--- src/inc/dbls_pkg.sv ---
////////////////////////////////////////////////////////////////////////////////
// Purpose: shared widths, lane positions and carriers for lane steering
// Assumes: 64-bit program and data memory buses, 40-bit data registers
// Notes:   one access per clock, results registered once
////////////////////////////////////////////////////////////////////////////////
package dbls_pkg;

  // bus and register geometry
  localparam int unsigned DBLS_NBUS      = 2;
  localparam int unsigned DBLS_BUS_W     = 64;
  localparam int unsigned DBLS_REG_W     = 40;
  localparam int unsigned DBLS_SHORT_W   = 16;
  localparam int unsigned DBLS_NORM_W    = 32;
  localparam int unsigned DBLS_FILL_W    = 8;
  localparam int unsigned DBLS_IDX_W     = 4;

  // lane positions on a bus
  localparam int unsigned DBLS_SHORT_IMPL_LSB = 32;
  localparam int unsigned DBLS_NORM_HI_LSB    = 32;

  // bus numbering inside the block
  localparam int unsigned DBLS_BUS_PROG  = 0;
  localparam int unsigned DBLS_BUS_DATA  = 1;

  // access width codes
  localparam logic DBLS_WIDTH_SHORT  = 1'b0;
  localparam logic DBLS_WIDTH_NORMAL = 1'b1;

  // element codes
  localparam logic DBLS_PRIMARY_ELEMENT   = 1'b0;
  localparam logic DBLS_SECONDARY_ELEMENT = 1'b1;

  // values after reset
  localparam logic [63:0] DBLS_BUS_RST = 64'h0000_0000_0000_0000;

  // one access request on one bus
  typedef struct packed {
    logic        valid;
    logic        store;
    logic        width;
    logic [1:0]  addr_lo;
    logic        direct;
    logic        element;
    logic [3:0]  reg_idx;
    logic [39:0] wdata_expl;
    logic [39:0] wdata_impl;
  } dbls_req_t;

  // one register file write
  typedef struct packed {
    logic        valid;
    logic        element;
    logic [3:0]  reg_idx;
    logic [39:0] data;
  } dbls_wr_t;

  localparam dbls_wr_t DBLS_WR_RST = '{valid: 1'b0, element: 1'b0, reg_idx: 4'h0,
                                      data: 40'h00_0000_0000};

endpackage

--- src/design/dbls_lane_steer.sv ---
////////////////////////////////////////////////////////////////////////////////
// Purpose: steer short and normal words between two memory buses and
//          the register files of the primary and secondary elements
// Assumes: memory presents the addressed row and the following row
// Notes:   results appear one clock after the request
//
// Contract
// - short words use two lanes, explicit lowest
// - paired short implied word on lane 47-32
// - other short lanes driven to zero
// - paired buses may differ in width
// - implied value goes to complement element
// - short load upper bits zero or sign
// - short load clears low eight bits
// - single normal on low lane, high zero
// - normal word chosen by address lsb
// - single-lane mode gives no implied value
// - paired normal: explicit low, implied high
// - implied normal word from next address
// - normal clears low bits, stores drop them
// - single-lane dual-data allows any width mix
// - single dual normal: upper lanes zero
// - paired dual implied on both upper lanes
// - dual-data with direct addressing is refused
// - two short address bits pick word
////////////////////////////////////////////////////////////////////////////////
`timescale 1ns/1ps

module dbls_lane_steer (
  // clock and reset
  input  wire logic               i_clk,
  input  wire logic               i_rst,
  // access mode
  input  wire logic               i_paired_lane_mode,
  input  wire logic               i_dual_data,
  input  wire logic               i_short_sign_extend_bit,
  // requests per bus
  input  dbls_pkg::dbls_req_t     i_prog_req,
  input  dbls_pkg::dbls_req_t     i_data_req,
  // memory rows read on each bus
  input  wire logic [63:0]        i_prog_row,
  input  wire logic [63:0]        i_prog_next_row,
  input  wire logic [63:0]        i_data_row,
  input  wire logic [63:0]        i_data_next_row,
  // bus images
  output logic      [63:0]        o_program_memory_bus,
  output logic      [63:0]        o_data_memory_bus,
  output logic                    o_prog_store,
  output logic                    o_data_store,
  // register file writes
  output dbls_pkg::dbls_wr_t      o_prog_expl_wr,
  output dbls_pkg::dbls_wr_t      o_prog_impl_wr,
  output dbls_pkg::dbls_wr_t      o_data_expl_wr,
  output dbls_pkg::dbls_wr_t      o_data_impl_wr,
  // refusal
  output logic                    o_reject
);
  import dbls_pkg::*;

  //////////////////////////////////////////////////////////////////////////////
  // lane pickers

  function automatic logic [15:0] pick16(input logic [63:0] row, input logic [1:0] sel);
    logic [15:0] w;
    w = 16'h0000;
    case (sel)
      2'h0:    w = row[15:0];
      2'h1:    w = row[31:16];
      2'h2:    w = row[47:32];
      2'h3:    w = row[63:48];
      default: w = 16'h0000;
    endcase
    return w;
  endfunction

  function automatic logic [31:0] pick32(input logic [63:0] row, input logic sel);
    return sel ? row[63:32] : row[31:0];
  endfunction

  //////////////////////////////////////////////////////////////////////////////
  // gather both buses into arrays

  dbls_req_t   req      [DBLS_NBUS];
  logic [63:0] row      [DBLS_NBUS];
  logic [63:0] next_row [DBLS_NBUS];
  logic        refuse;

  assign req[DBLS_BUS_PROG]      = i_prog_req;
  assign req[DBLS_BUS_DATA]      = i_data_req;
  assign row[DBLS_BUS_PROG]      = i_prog_row;
  assign row[DBLS_BUS_DATA]      = i_data_row;
  assign next_row[DBLS_BUS_PROG] = i_prog_next_row;
  assign next_row[DBLS_BUS_DATA] = i_data_next_row;

  // dual-data needs indirect addresses on both buses
  always_comb begin
    refuse = i_dual_data &&
             ((req[DBLS_BUS_PROG].valid && req[DBLS_BUS_PROG].direct) ||
              (req[DBLS_BUS_DATA].valid && req[DBLS_BUS_DATA].direct));
  end

  //////////////////////////////////////////////////////////////////////////////
  // per-bus steering

  logic [63:0] bus_q   [DBLS_NBUS];
  logic        store_q [DBLS_NBUS];
  dbls_wr_t    expl_q  [DBLS_NBUS];
  dbls_wr_t    impl_q  [DBLS_NBUS];

  genvar b;
  generate
    for (b = 0; b < DBLS_NBUS; b++) begin : g_bus
      logic [31:0] mem_expl;
      logic [31:0] mem_impl;
      logic [39:0] ld_expl;
      logic [39:0] ld_impl;
      logic [31:0] st_expl;
      logic [31:0] st_impl;
      logic [31:0] lane_expl;
      logic [31:0] lane_impl;
      logic [63:0] next_bus;
      logic        take;
      logic        has_impl;

      // each bus keeps its own width, so mixed pairs fall out naturally
      assign take     = req[b].valid && !refuse;
      assign has_impl = i_paired_lane_mode;

      // word selection from the row
      always_comb begin
        mem_expl = 32'h0000_0000;
        mem_impl = 32'h0000_0000;
        if (req[b].width == DBLS_WIDTH_SHORT) begin
          mem_expl = {16'h0000, pick16(row[b], req[b].addr_lo)};
          // implied short word lies two words on, wrapping into the next row
          if (req[b].addr_lo[1]) begin
            mem_impl = {16'h0000, pick16(next_row[b], {1'b0, req[b].addr_lo[0]})};
          end else begin
            mem_impl = {16'h0000, pick16(row[b], {1'b1, req[b].addr_lo[0]})};
          end
        end else begin
          mem_expl = pick32(row[b], req[b].addr_lo[0]);
          if (req[b].addr_lo[0]) begin
            mem_impl = pick32(next_row[b], 1'b0);
          end else begin
            mem_impl = pick32(row[b], 1'b1);
          end
        end
      end

      dbls_word_fmt u_fmt_expl (
        .i_width                 (req[b].width),
        .i_short_sign_extend_bit (i_short_sign_extend_bit),
        .i_mem_word              (mem_expl),
        .o_reg_val               (ld_expl),
        .i_reg_val               (req[b].wdata_expl),
        .o_mem_word              (st_expl)
      );

      dbls_word_fmt u_fmt_impl (
        .i_width                 (req[b].width),
        .i_short_sign_extend_bit (i_short_sign_extend_bit),
        .i_mem_word              (mem_impl),
        .o_reg_val               (ld_impl),
        .i_reg_val               (req[b].wdata_impl),
        .o_mem_word              (st_impl)
      );

      // lane contents: memory words on loads, truncated registers on stores
      always_comb begin
        lane_expl = req[b].store ? st_expl : mem_expl;
        lane_impl = has_impl ? (req[b].store ? st_impl : mem_impl) : 32'h0000_0000;
      end

      // place words on lanes, zero everything else
      always_comb begin
        next_bus = DBLS_BUS_RST;
        if (take) begin
          if (req[b].width == DBLS_WIDTH_SHORT) begin
            next_bus[15:0] = lane_expl[15:0];
            next_bus[47:32] = lane_impl[15:0];
          end else begin
            next_bus[31:0] = lane_expl;
            next_bus[63:32] = lane_impl;
          end
        end
      end

      // bus image register
      always_ff @(posedge i_clk) begin
        if (i_rst) begin
          bus_q[b]   <= DBLS_BUS_RST;
          store_q[b] <= 1'b0;
        end else begin
          bus_q[b]   <= next_bus;
          store_q[b] <= take && req[b].store;
        end
      end

      // explicit register write
      always_ff @(posedge i_clk) begin
        if (i_rst) begin
          expl_q[b] <= DBLS_WR_RST;
        end else begin
          expl_q[b].valid   <= take && !req[b].store;
          expl_q[b].element <= req[b].element;
          expl_q[b].reg_idx <= req[b].reg_idx;
          expl_q[b].data    <= ld_expl;
        end
      end

      // implied register write to the complementary element
      always_ff @(posedge i_clk) begin
        if (i_rst) begin
          impl_q[b] <= DBLS_WR_RST;
        end else begin
          impl_q[b].valid   <= take && !req[b].store && has_impl;
          impl_q[b].element <= ~req[b].element;
          impl_q[b].reg_idx <= req[b].reg_idx;
          impl_q[b].data    <= ld_impl;
        end
      end
    end
  endgenerate

  //////////////////////////////////////////////////////////////////////////////
  // refusal flag

  always_ff @(posedge i_clk) begin
    if (i_rst) begin
      o_reject <= 1'b0;
    end else begin
      o_reject <= refuse;
    end
  end

  //////////////////////////////////////////////////////////////////////////////
  // outputs

  assign o_program_memory_bus = bus_q[DBLS_BUS_PROG];
  assign o_data_memory_bus    = bus_q[DBLS_BUS_DATA];
  assign o_prog_store         = store_q[DBLS_BUS_PROG];
  assign o_data_store         = store_q[DBLS_BUS_DATA];
  assign o_prog_expl_wr       = expl_q[DBLS_BUS_PROG];
  assign o_prog_impl_wr       = impl_q[DBLS_BUS_PROG];
  assign o_data_expl_wr       = expl_q[DBLS_BUS_DATA];
  assign o_data_impl_wr       = impl_q[DBLS_BUS_DATA];

endmodule

--- src/design/dbls_word_fmt.sv ---
////////////////////////////////////////////////////////////////////////////////
// Purpose: format one memory word for a register and one register for memory
// Assumes: short words sit in register bits 23:8, normal words in 39:8
// Notes:   purely combinational; caller registers the results
////////////////////////////////////////////////////////////////////////////////
`timescale 1ns/1ps

module dbls_word_fmt (
  // access shape
  input  wire logic        i_width,
  input  wire logic        i_short_sign_extend_bit,
  // load path
  input  wire logic [31:0] i_mem_word,
  output logic      [39:0] o_reg_val,
  // store path
  input  wire logic [39:0] i_reg_val,
  output logic      [31:0] o_mem_word
);
  import dbls_pkg::*;

  logic [15:0] ext16;

  always_comb begin
    // upper 16 bits follow the short-sign-extend bit
    ext16 = i_short_sign_extend_bit ? {16{i_mem_word[15]}} : 16'h0000;
    if (i_width == DBLS_WIDTH_SHORT) begin
      o_reg_val  = {ext16, i_mem_word[15:0], 8'h00};
      o_mem_word = {16'h0000, i_reg_val[23:8]};
    end else begin
      o_reg_val  = {i_mem_word, 8'h00};
      o_mem_word = i_reg_val[39:8];
    end
  end

endmodule

--- config.mk ---
export PLATFORM = sky130hd
export DESIGN_NAME = dbls_lane_steer
export DESIGN_NICKNAME = d
export VERILOG_FILES = /design/src/inc/dbls_pkg.sv /design/src/design/dbls_lane_steer.sv /design/src/design/dbls_word_fmt.sv
export SDC_FILE = /design/constraint.sdc
export NUM_CORES = 1
export LEC_CHECK = 0
export BUFFER_PORTS_ARGS = -buffer_cell sky130_fd_sc_hd__buf_2
export CORE_AREA = 2 2 295 297
export DETAILED_ROUTE_END_ITERATION = 16
export DIE_AREA = 0 0 297 299
export GPL_TIMING_DRIVEN = 0
export PLACE_DENSITY = 0.42
export SLEW_MARGIN = 25
export SYNTH_ARGS = -nofsm -noshare
export SYNTH_HDL_FRONTEND = slang
export SYNTH_HIERARCHICAL = 1
export SYNTH_SLANG_ARGS = --single-unit
--- constraint.sdc ---
create_clock -name i_clk -period 4.4 [get_ports i_clk]
set_input_delay 0.88 -clock i_clk [delete_from_list [all_inputs] [get_ports i_clk]]
set_output_delay 0.88 -clock i_clk [all_outputs]
set_load 0.05 [all_outputs]
Yosys cells after proc, flatten, opt, wreduce, memory -nomap -nowiden
Memory sizes are Yosys's and may differ from the RTL's. Index checks and enable logic that the tools add are counted.

Add/sub/neg operators: 0. Multiply operators: 0. Div/mod/pow operators: 0. Order comparisons: 0. Equality and inequality tests: 6. Shift operators: 0. Multiplexer cells: 63. Bitwise operators: 24. Reductions and logical operators: 17.

Operator list (number): $mux W32 (18); $mux W40 (8); $mux W64 (4); $mux W16 (10); $pmux W16 S2 (4); $pmux W16 S4 (2); $or A1 B1 Y1 (20); $mux W4 (4); $mux W1 (13); $logic_and A1 B1 Y1 (11); $eq A2 B2 Y1 const B (4); $eq A2 B1 Y1 const B (2); $logic_not A2 Y1 (2); $not A1 Y1 (4); $logic_not A1 Y1 (3); $logic_or A1 B1 Y1 (1).

Register bits after elaboration: 1. Latch bits: 0. Memory bits (writable): 314. Bits in read-only memories: 0. Bits of input ports: 443. Output and inout bits: 315. Word-level logic and storage cells: 115. Memories kept: 4.

Memories: bus_q (words 2, bits a word 64, rd ports 2, clocked after Yosys merged registers in 0, write ports 2, line dbls_lane_steer.sv:105) `logic [63:0] bus_q [DBLS_NBUS];`; expl_q (words 2, bits a word 46, rd ports 2, clocked after Yosys merged registers in 0, write ports 2, line dbls_lane_steer.sv:107) `dbls_wr_t expl_q [DBLS_NBUS];`; impl_q (words 2, bits a word 46, rd ports 2, clocked after Yosys merged registers in 0, write ports 2, line dbls_lane_steer.sv:108) `dbls_wr_t impl_q [DBLS_NBUS];`; store_q (words 2, bits a word 1, rd ports 2, clocked after Yosys merged registers in 0, write ports 2, line dbls_lane_steer.sv:106) `logic store_q [DBLS_NBUS];`.

Longest topological paths before layout
Gate-level depths: netlist of run 1.

Depth in word-level cells: 9. Gate-level depth with buffers: 11. Mapped depth without buffers: 7.

By module
The synthesis of run 1 kept the hierarchy.

Modules (own cells, without submodules): dbls_lane_steer (times used 1, cells each 1387, area each 13601.8 µm², seq. area each 6145.9 µm²); dbls_word_fmt (times used 4, cells each 94, area each 570.5 µm², seq. area each 0.0 µm²).

Worst setup path after synthesis of run 1
OpenSTA, ideal clock, no wires.

Path kind: input to register. Start: in i_data_req[86] (netlist bit). End: mem impl_q[1][29] (netlist bit). Library setup time: 128 ps. Data arrival time: 2283 ps. Data required time: 4272 ps. Slack: 1989 ps. Cell stages on the path: 9. Buffers on the path: 3. Cells stage by stage: buf_4 > buf_2 > mux2_2 > a22oi_1 > nand2_1 > nand3b_4 > buf_6 > nand2_1 > nor2b_1.

RTL lines: from (decl) (line dbls_lane_steer.sv:39) `input dbls_pkg::dbls_req_t i_data_req,`; to (decl) (line dbls_lane_steer.sv:108).

==> results.toml, run 1 <==
[global_route]
grt_use_total_pct = 19.32
overflow = 0
met2_usage_pct = 35.31
first_global_vias = 15687
grtUsageMet3_pct = 5.692
grt_max_degree = 19
grt_pass1_wl_um = 121300
grt_util_met1_pct = 19.85
antenna_found_initial = 25
grt_busiest_layer = "met2"

[power_and_ir_drop]
power_mw = 8.256
max-vdd-ir-drop_v = 0.0002858
power.density_cell_area_nw_per_um2 = 379.4
leakage_nw = 10.69

[placement]
place.gp.congestion = 0.9352
portBuffers = 592
dpl.hpwl_um = 74470

[finish]
syn_to_final_growth_pct = 36.98
drive_gt1_share_pct = 40.65
n_fill_cell = 9666
nNetsFinal = 2869

[cts]
clk_pin_slew_ns = 0.06
post-cts-setup-buffer-count = 0
htreeDepth = 2
clockBufferDepth = 3
cts_tree = "built"
cts_made_buffers = 40
cts_repair_resize_count = 0
cts.sinks = 307
hold_buffers = 0
cts-root-buf = "clkbuf_16"

[critical_path]
crit_chain = "buf_2 -> buf_4 -> buf_2 -> a211oi_1 -> o22ai_1 -> nand3b_4 -> buf_6 -> nand2_1 -> nor2b_1"
cp_common_cell = "buf_2"
crit_end = "impl_q[0][30]"
max_stage_delay_ns = 0.64
cp-end-kind = "register"
crit_required_ns = 4.90
critPathLaunch = "i_prog_req[88]"
crit_arrival_ns = 3.36
critPathSlowestCell = "o22ai_1"
worstSetupStartpointType = "input pin"
critPathMaxFanout = 16
critical_path_class = "in2reg"

[floorplanning]
die_h_um = 299
fp.dieW_um = 297
die-area_um2 = 88800
fp-row-count = 108
boundaryPins = 758
core_um2 = 85940
initial_utilization_pct = 18.48

[outcome]
outcome = "complete, no violations"

[yosys]
synth_top_family_by_area = "simple AND/OR/NAND/NOR gates"
yosysUniqueCellTypes = 41
synth_fa_ha_area_share_pct = 0
synth_compound_area_share_pct = 12.53
ys_warn_count = 6
avgSynthCellArea_um2 = 9.010
synth_cells = 1763
synth-simple-area-share_pct = 21.35
async_reset_ff_share_pct = 0
synth-seq-cells = 307
synth-main-ff-cell = "dfxtp_1"
synth.top_cell.area_share_pct = 38.69
yosysTopAreaCell = "dfxtp_1"
ys_seq_area_share_pct = 38.69
yosys.area_share.xor_xnor_pct = 0
synthMuxAreaShare_pct = 14.73
synth_area_um2 = 15880
ys_top_cells_by_area = "dfxtp_1 (39%), buf_4 (8.3%), mux2i_1 (8.1%)"
synth_edf_count = 0

[sta]
relSlewSlack_pct = 31.84
rsz0062_at_grt = "false"
worst_slew_pin_slew_ns = 1.022
fmax_mhz = 349.3
period_minus_slack_ns = 2.863
fin_setup_tns_ns = 0
setup_viol = 0
fin_crit_sh_pct = 65.06
hold_viol_final = 0
drv_slew = 0

[drt]
viasPerCell = 4.139
drt-initial-drc-count = 694
vias = 14975
antenna_left = 0
wl_per_cell_um = 24.45
drc = 0
wirelength_um = 88460
drtPass1Iterations = 5

[run]
drv_cap = 0

[min_path]
hp-class = "in2reg"
whs_path_depth = 2
-- layer usage --
metal,up-vias,wire (µm)
met3,165,6587
li1,7079,-
met5,-,133
met4,22,5067
met1,7001,32210
met2,708,44460
-- logic make-up (layout without fill, tap and decap cells) --
group	Yosys count	in the layout
and+or+nand+nor	644	644
DFF	307	307
buffers and inverters	307	971
AOI/OAI and AO/OA	279	279
muxes	222	222
other	4	40
-- how the worst min path moves through the flow --
stage / start / to / slack, ns
floorplan: i_prog_req[84] / impl_q[0][44] / 0.95
global placement: i_prog_req[84] / impl_q[0][44] / 1.05
detailed placement: i_data_req[84] / impl_q[1][44] / 1.05
CTS: i_data_req[84] / impl_q[1][44] / 0.42
global route: i_data_req[84] / impl_q[1][44] / 0.44
finish: i_data_req[84] / impl_q[1][44] / 0.47
-- metrics by stage --
step           hold WS [ns]  area [µm²]  setup slack (ns)  utilization, %  instances
4_1_cts              0.4183       21740             1.490           25.29       3610
5_1_grt              0.4418       21740             1.363           25.30       3613
3_3_place_gp          1.051       20400            0.8160           23.73       3538
3_5_place_dp          1.050       20430            0.8574           23.78       3539
2_1_floorplan        0.9524       15990             1.989               -       1791
6_report             0.4703       21760             1.537           25.32       3618
-- layout make-up --
class / count / area, µm² / area share [%]
diodes: 8 / 20.02 / 0.09201
plain buffers: 303 / 1988 / 9.138
clock buffers: 54 / 1115 / 5.124
clock inverters: 17 / 187.7 / 0.8626
inverters: 4 / 15.01 / 0.06901
multi-input cells: 1177 / 7850 / 36.08
flip-flops and latches: 307 / 6146 / 28.25
well taps: 1155 / 1445 / 6.642
repair buffers: 593 / 2990 / 13.74
-- state kept, by name, summed over array words and instances (netlist names) --
signal	cells
bus_q	128
impl_q	92
store_q	2
o_reject	1
expl_q	84
-- cells in the mapped netlist, drive strengths merged, types with 16 or more instances --
library cell,number
nand2,148
a21oi,34
clkbuf,61
o21ai,48
and2,67
nor2b,205
nor2,119
mux2i,128
o21a,30
o211a,31
o211ai,46
nor3,33
nand2b,44
mux2,94
a22oi,65
dfxtp,307
buf,242
or2,16
a311oi,16
-- placed cells by master, fill, tap and decap left out, types with 3 or more instances in the layout --
cell type,n
buf_2,633
dfxtp_1,307
nor2b_1,204
buf_4,176
nand2_1,148
mux2i_1,128
nor2_1,117
mux2_2,94
and2_1,67
a22oi_1,65
clkbuf_1,64
o211ai_1,46
nand2b_1,44
clkbuf_16,41
nor3_1,33
a21oi_1,33
conb_1,32
o211a_1,31
o21a_1,30
o21ai_0,25
o21ai_1,23
buf_6,16
or2_1,16
a311oi_1,16
diode_2,8
buf_1,8
clkbuf_2,6
clkinv_2,6
or2b_1,4
clkbuf_8,4
nand3b_4,4
inv_1,3
a21o_1,3
inv_6,3
bufinv_16,3
clkinv_4,3
-- worst max-delay path, delay by kind of cell --
family | cells | cell delay (ns)
compound gates | 2 | 0.75
buf+inv | 4 | 1.21
simple gates | 3 | 0.49
-- where the power goes --
group | internal, mW | switching, mW
logic | 0.672 | 1.32
registers | 2.91 | 0.0350
clock network | 1.96 | 1.36
(Power assumes the default switching activity.)
==> run 2, diff against run 1 <==
--- a/config.mk
+++ b/config.mk
@@ -6,11 +6,11 @@
 export NUM_CORES = 1
 export LEC_CHECK = 0
 export BUFFER_PORTS_ARGS = -buffer_cell sky130_fd_sc_hd__buf_2
-export CORE_AREA = 2 2 295 297
+export CORE_AREA = 2 2 294 296
 export DETAILED_ROUTE_END_ITERATION = 16
-export DIE_AREA = 0 0 297 299
+export DIE_AREA = 0 0 296 298
 export GPL_TIMING_DRIVEN = 0
-export PLACE_DENSITY = 0.42
+export PLACE_DENSITY = 0.43
 export SLEW_MARGIN = 25
 export SYNTH_ARGS = -nofsm -noshare
 export SYNTH_HDL_FRONTEND = slang
==> constraint.sdc (replaced) <==
create_clock -name i_clk -period 2.6 [get_ports i_clk]
set_input_delay 0.52 -clock i_clk [delete_from_list [all_inputs] [get_ports i_clk]]
set_output_delay 0.52 -clock i_clk [all_outputs]
set_load 0.05 [all_outputs]
==> run 2 against run 1 <==
Die area is 0.67% lower. Core utilization is 0.37 points higher. Routed wire length is 0.60% lower. Worst setup slack worse by 1.4 ns. Combinational power is 70% higher. Sequential share of layout area is 0.063 points lower. Critical path type unchanged. Largest power group unchanged.
==> results.toml, run 2 (synthesis results as in run 1) <==
[outcome]
outcome = "complete, no violations"

[critical_path]
crit_end = "impl_q[1][31]"
crit_required_ns = 3.08
critPathMaxFanout = 18
crit_chain = "buf_2 -> buf_2 -> buf_1 -> a22oi_1 -> nand2_1 -> nand3b_4 -> buf_6 -> nand2_1 -> nor2b_1"
critical_path_class = "in2reg"
path_delay_family = "buffers and inverters"
worstSetupStartpointType = "input pin"
cp-end-kind = "register"
crit_arrival_ns = 2.90
critPathSlowestCell = "buf_1"
critPathLaunch = "i_data_req[88]"
path_depth = 9
max_stage_delay_ns = 0.53
crit_buf_inv = 4

[power_and_ir_drop]
internal_power_mw = 9.683
combPwrFrac_pct = 23.6
leakage_nw = 10.72
power.density_cell_area_nw_per_um2 = 656.5
power_frac_seq_pct = 34.8
max-vdd-ir-drop_v = 0.0004146
clkPwrFrac_pct = 41.6
p_sw_mw = 4.632
netSwitchingFraction_pct = 32.36

[floorplanning]
initial_utilization_pct = 18.71
die-area_um2 = 88210
die_h_um = 298
fp.dieW_um = 296
fp-row-count = 107
core_um2 = 84880
boundaryPins = 758

[global_route]
overflow = 0
first_global_vias = 15522
grt_use_total_pct = 19.09
grt_pass1_wl_um = 118300
grt_max_degree = 19
antenna_found_initial = 27

[cts]
cts.sinks = 307
cts_made_buffers = 40
cts-root-buf = "clkbuf_16"
post-cts-setup-buffer-count = 0
cts_tree = "built"
clockBufferDepth = 3
clk_pin_slew_ns = 0.06
htreeDepth = 2

[sta]
rsz0062_at_grt = "false"
drv_slew = 0
fmax_mhz = 413.7
relSlewSlack_pct = 33.77
worst_slew_pin_slew_ns = 0.9934
fin_setup_tns_ns = 0
setup_viol = 0
period_minus_slack_ns = 2.417
hold_viol_final = 0
hold_ws_ns = 0.1143
fin_ws_ns = 0.1829
fin_crit_sh_pct = 92.97

[finish]
design_area_um2 = 21810
layout_commonest_cell = "buf_2"
largest-register = "bus_q"
drive_gt1_share_pct = 40.70
utilization_pct = 25.69
final_cell_mix = "buf_2 (633), dfxtp_1 (307), nor2b_1 (204)"
nNetsFinal = 2868
n_fill_cell = 9542
syn_to_final_growth_pct = 37.28
largest_reg_flops = 128
reg_top3 = "bus_q (128), impl_q (92), expl_q (84)"

[drt]
wirelength_um = 87930
viasPerCell = 4.163
vias = 15033
wl_per_cell_um = 24.35
drtPass1Iterations = 5
antenna_left = 0
drc = 0
drt-initial-drc-count = 673

[placement]
dpl.hpwl_um = 73600
portBuffers = 592
dp_slack_ns = -0.6537
place.gp.congestion = 0.9289
placed_area_um2 = 20390

[run]
drv_cap = 0

[min_path]
hp-class = "in2reg"
## run 2: cell types whose count changed in the layout (fill, tap and decap cells not counted)
cell,change
clkbuf_2,-1
o22ai_2,+1
o22ai_1,-1
clkbuf_1,-2
inv_6,+1
buf_16,-1
clkbuf_8,+1
clkinvlp_4,-1
diode_2,+7
clkinv_4,-3
bufinv_16,+3
## run 2: timing repair
| item | in CTS | in global routing |
|---|---|---|
| endpoints found under the setup margin | 4 | 0 |
| resized for setup | 1 | 0 |
| hold buffers | 0 | 0 |
## run 2: worst min path at each step
stage	end	start	cells after the start	slack [ns]
2_1_floorplan	impl_q[0][44]	i_prog_req[84]	1	0.59
3_3_place_gp	impl_q[1][44]	i_data_req[84]	2	0.69
3_5_place_dp	impl_q[0][44]	i_prog_req[84]	2	0.69
4_1_cts	impl_q[0][44]	i_prog_req[84]	2	0.06
5_1_grt	impl_q[0][44]	i_prog_req[84]	2	0.08
6_report	impl_q[0][44]	i_prog_req[84]	2	0.11
## run 2: area by class of cell
type / instances / area [µm²] / area share, %
plain buffers: 303 / 1987 / 9.112
diodes: 15 / 37.54 / 0.1721
multi-input cells: 1177 / 7856 / 36.03
repair buffers: 592 / 2963 / 13.59
inverters: 4 / 15.01 / 0.06885
well taps: 1144 / 1431 / 6.564
flip-flops and latches: 307 / 6146 / 28.18
clock inverters: 17 / 252.7 / 1.159
clock buffers: 52 / 1117 / 5.124
## run 2: power groups by stage
| stage | Combinational (mW) | Clock (mW) | Sequential [mW] |
|---|---|---|---|
| after detailed placement | 3.39 | 0 | 5.09 |
| final | 3.38 | 5.95 | 4.98 |
| after floorplan | 1.35 | 0 | 5.88 |
| after global placement | 3.40 | 0 | 5.09 |
| after global routing | 3.54 | 6.35 | 5.00 |
| after CTS | 3.40 | 6.17 | 4.99 |
## run 2: through the flow
step | instances | power, mW
after CTS | 3596 | 14.56
after global placement | 3527 | 8.483
final | 3611 | 14.32
after floorplan | 1791 | 7.222
after detailed placement | 3527 | 8.475
after global routing | 3601 | 14.89
## run 2: per-layer routing
layer / track usage (%) / share of wire [%] / wire length (µm)
met5: 0 / 0.17 / 148
met4: 12.93 / 7.4 / 6532
met3: 5.453 / 7.8 / 6888
met2: 33.37 / 48 / 42380
met1: 19.65 / 36 / 31980
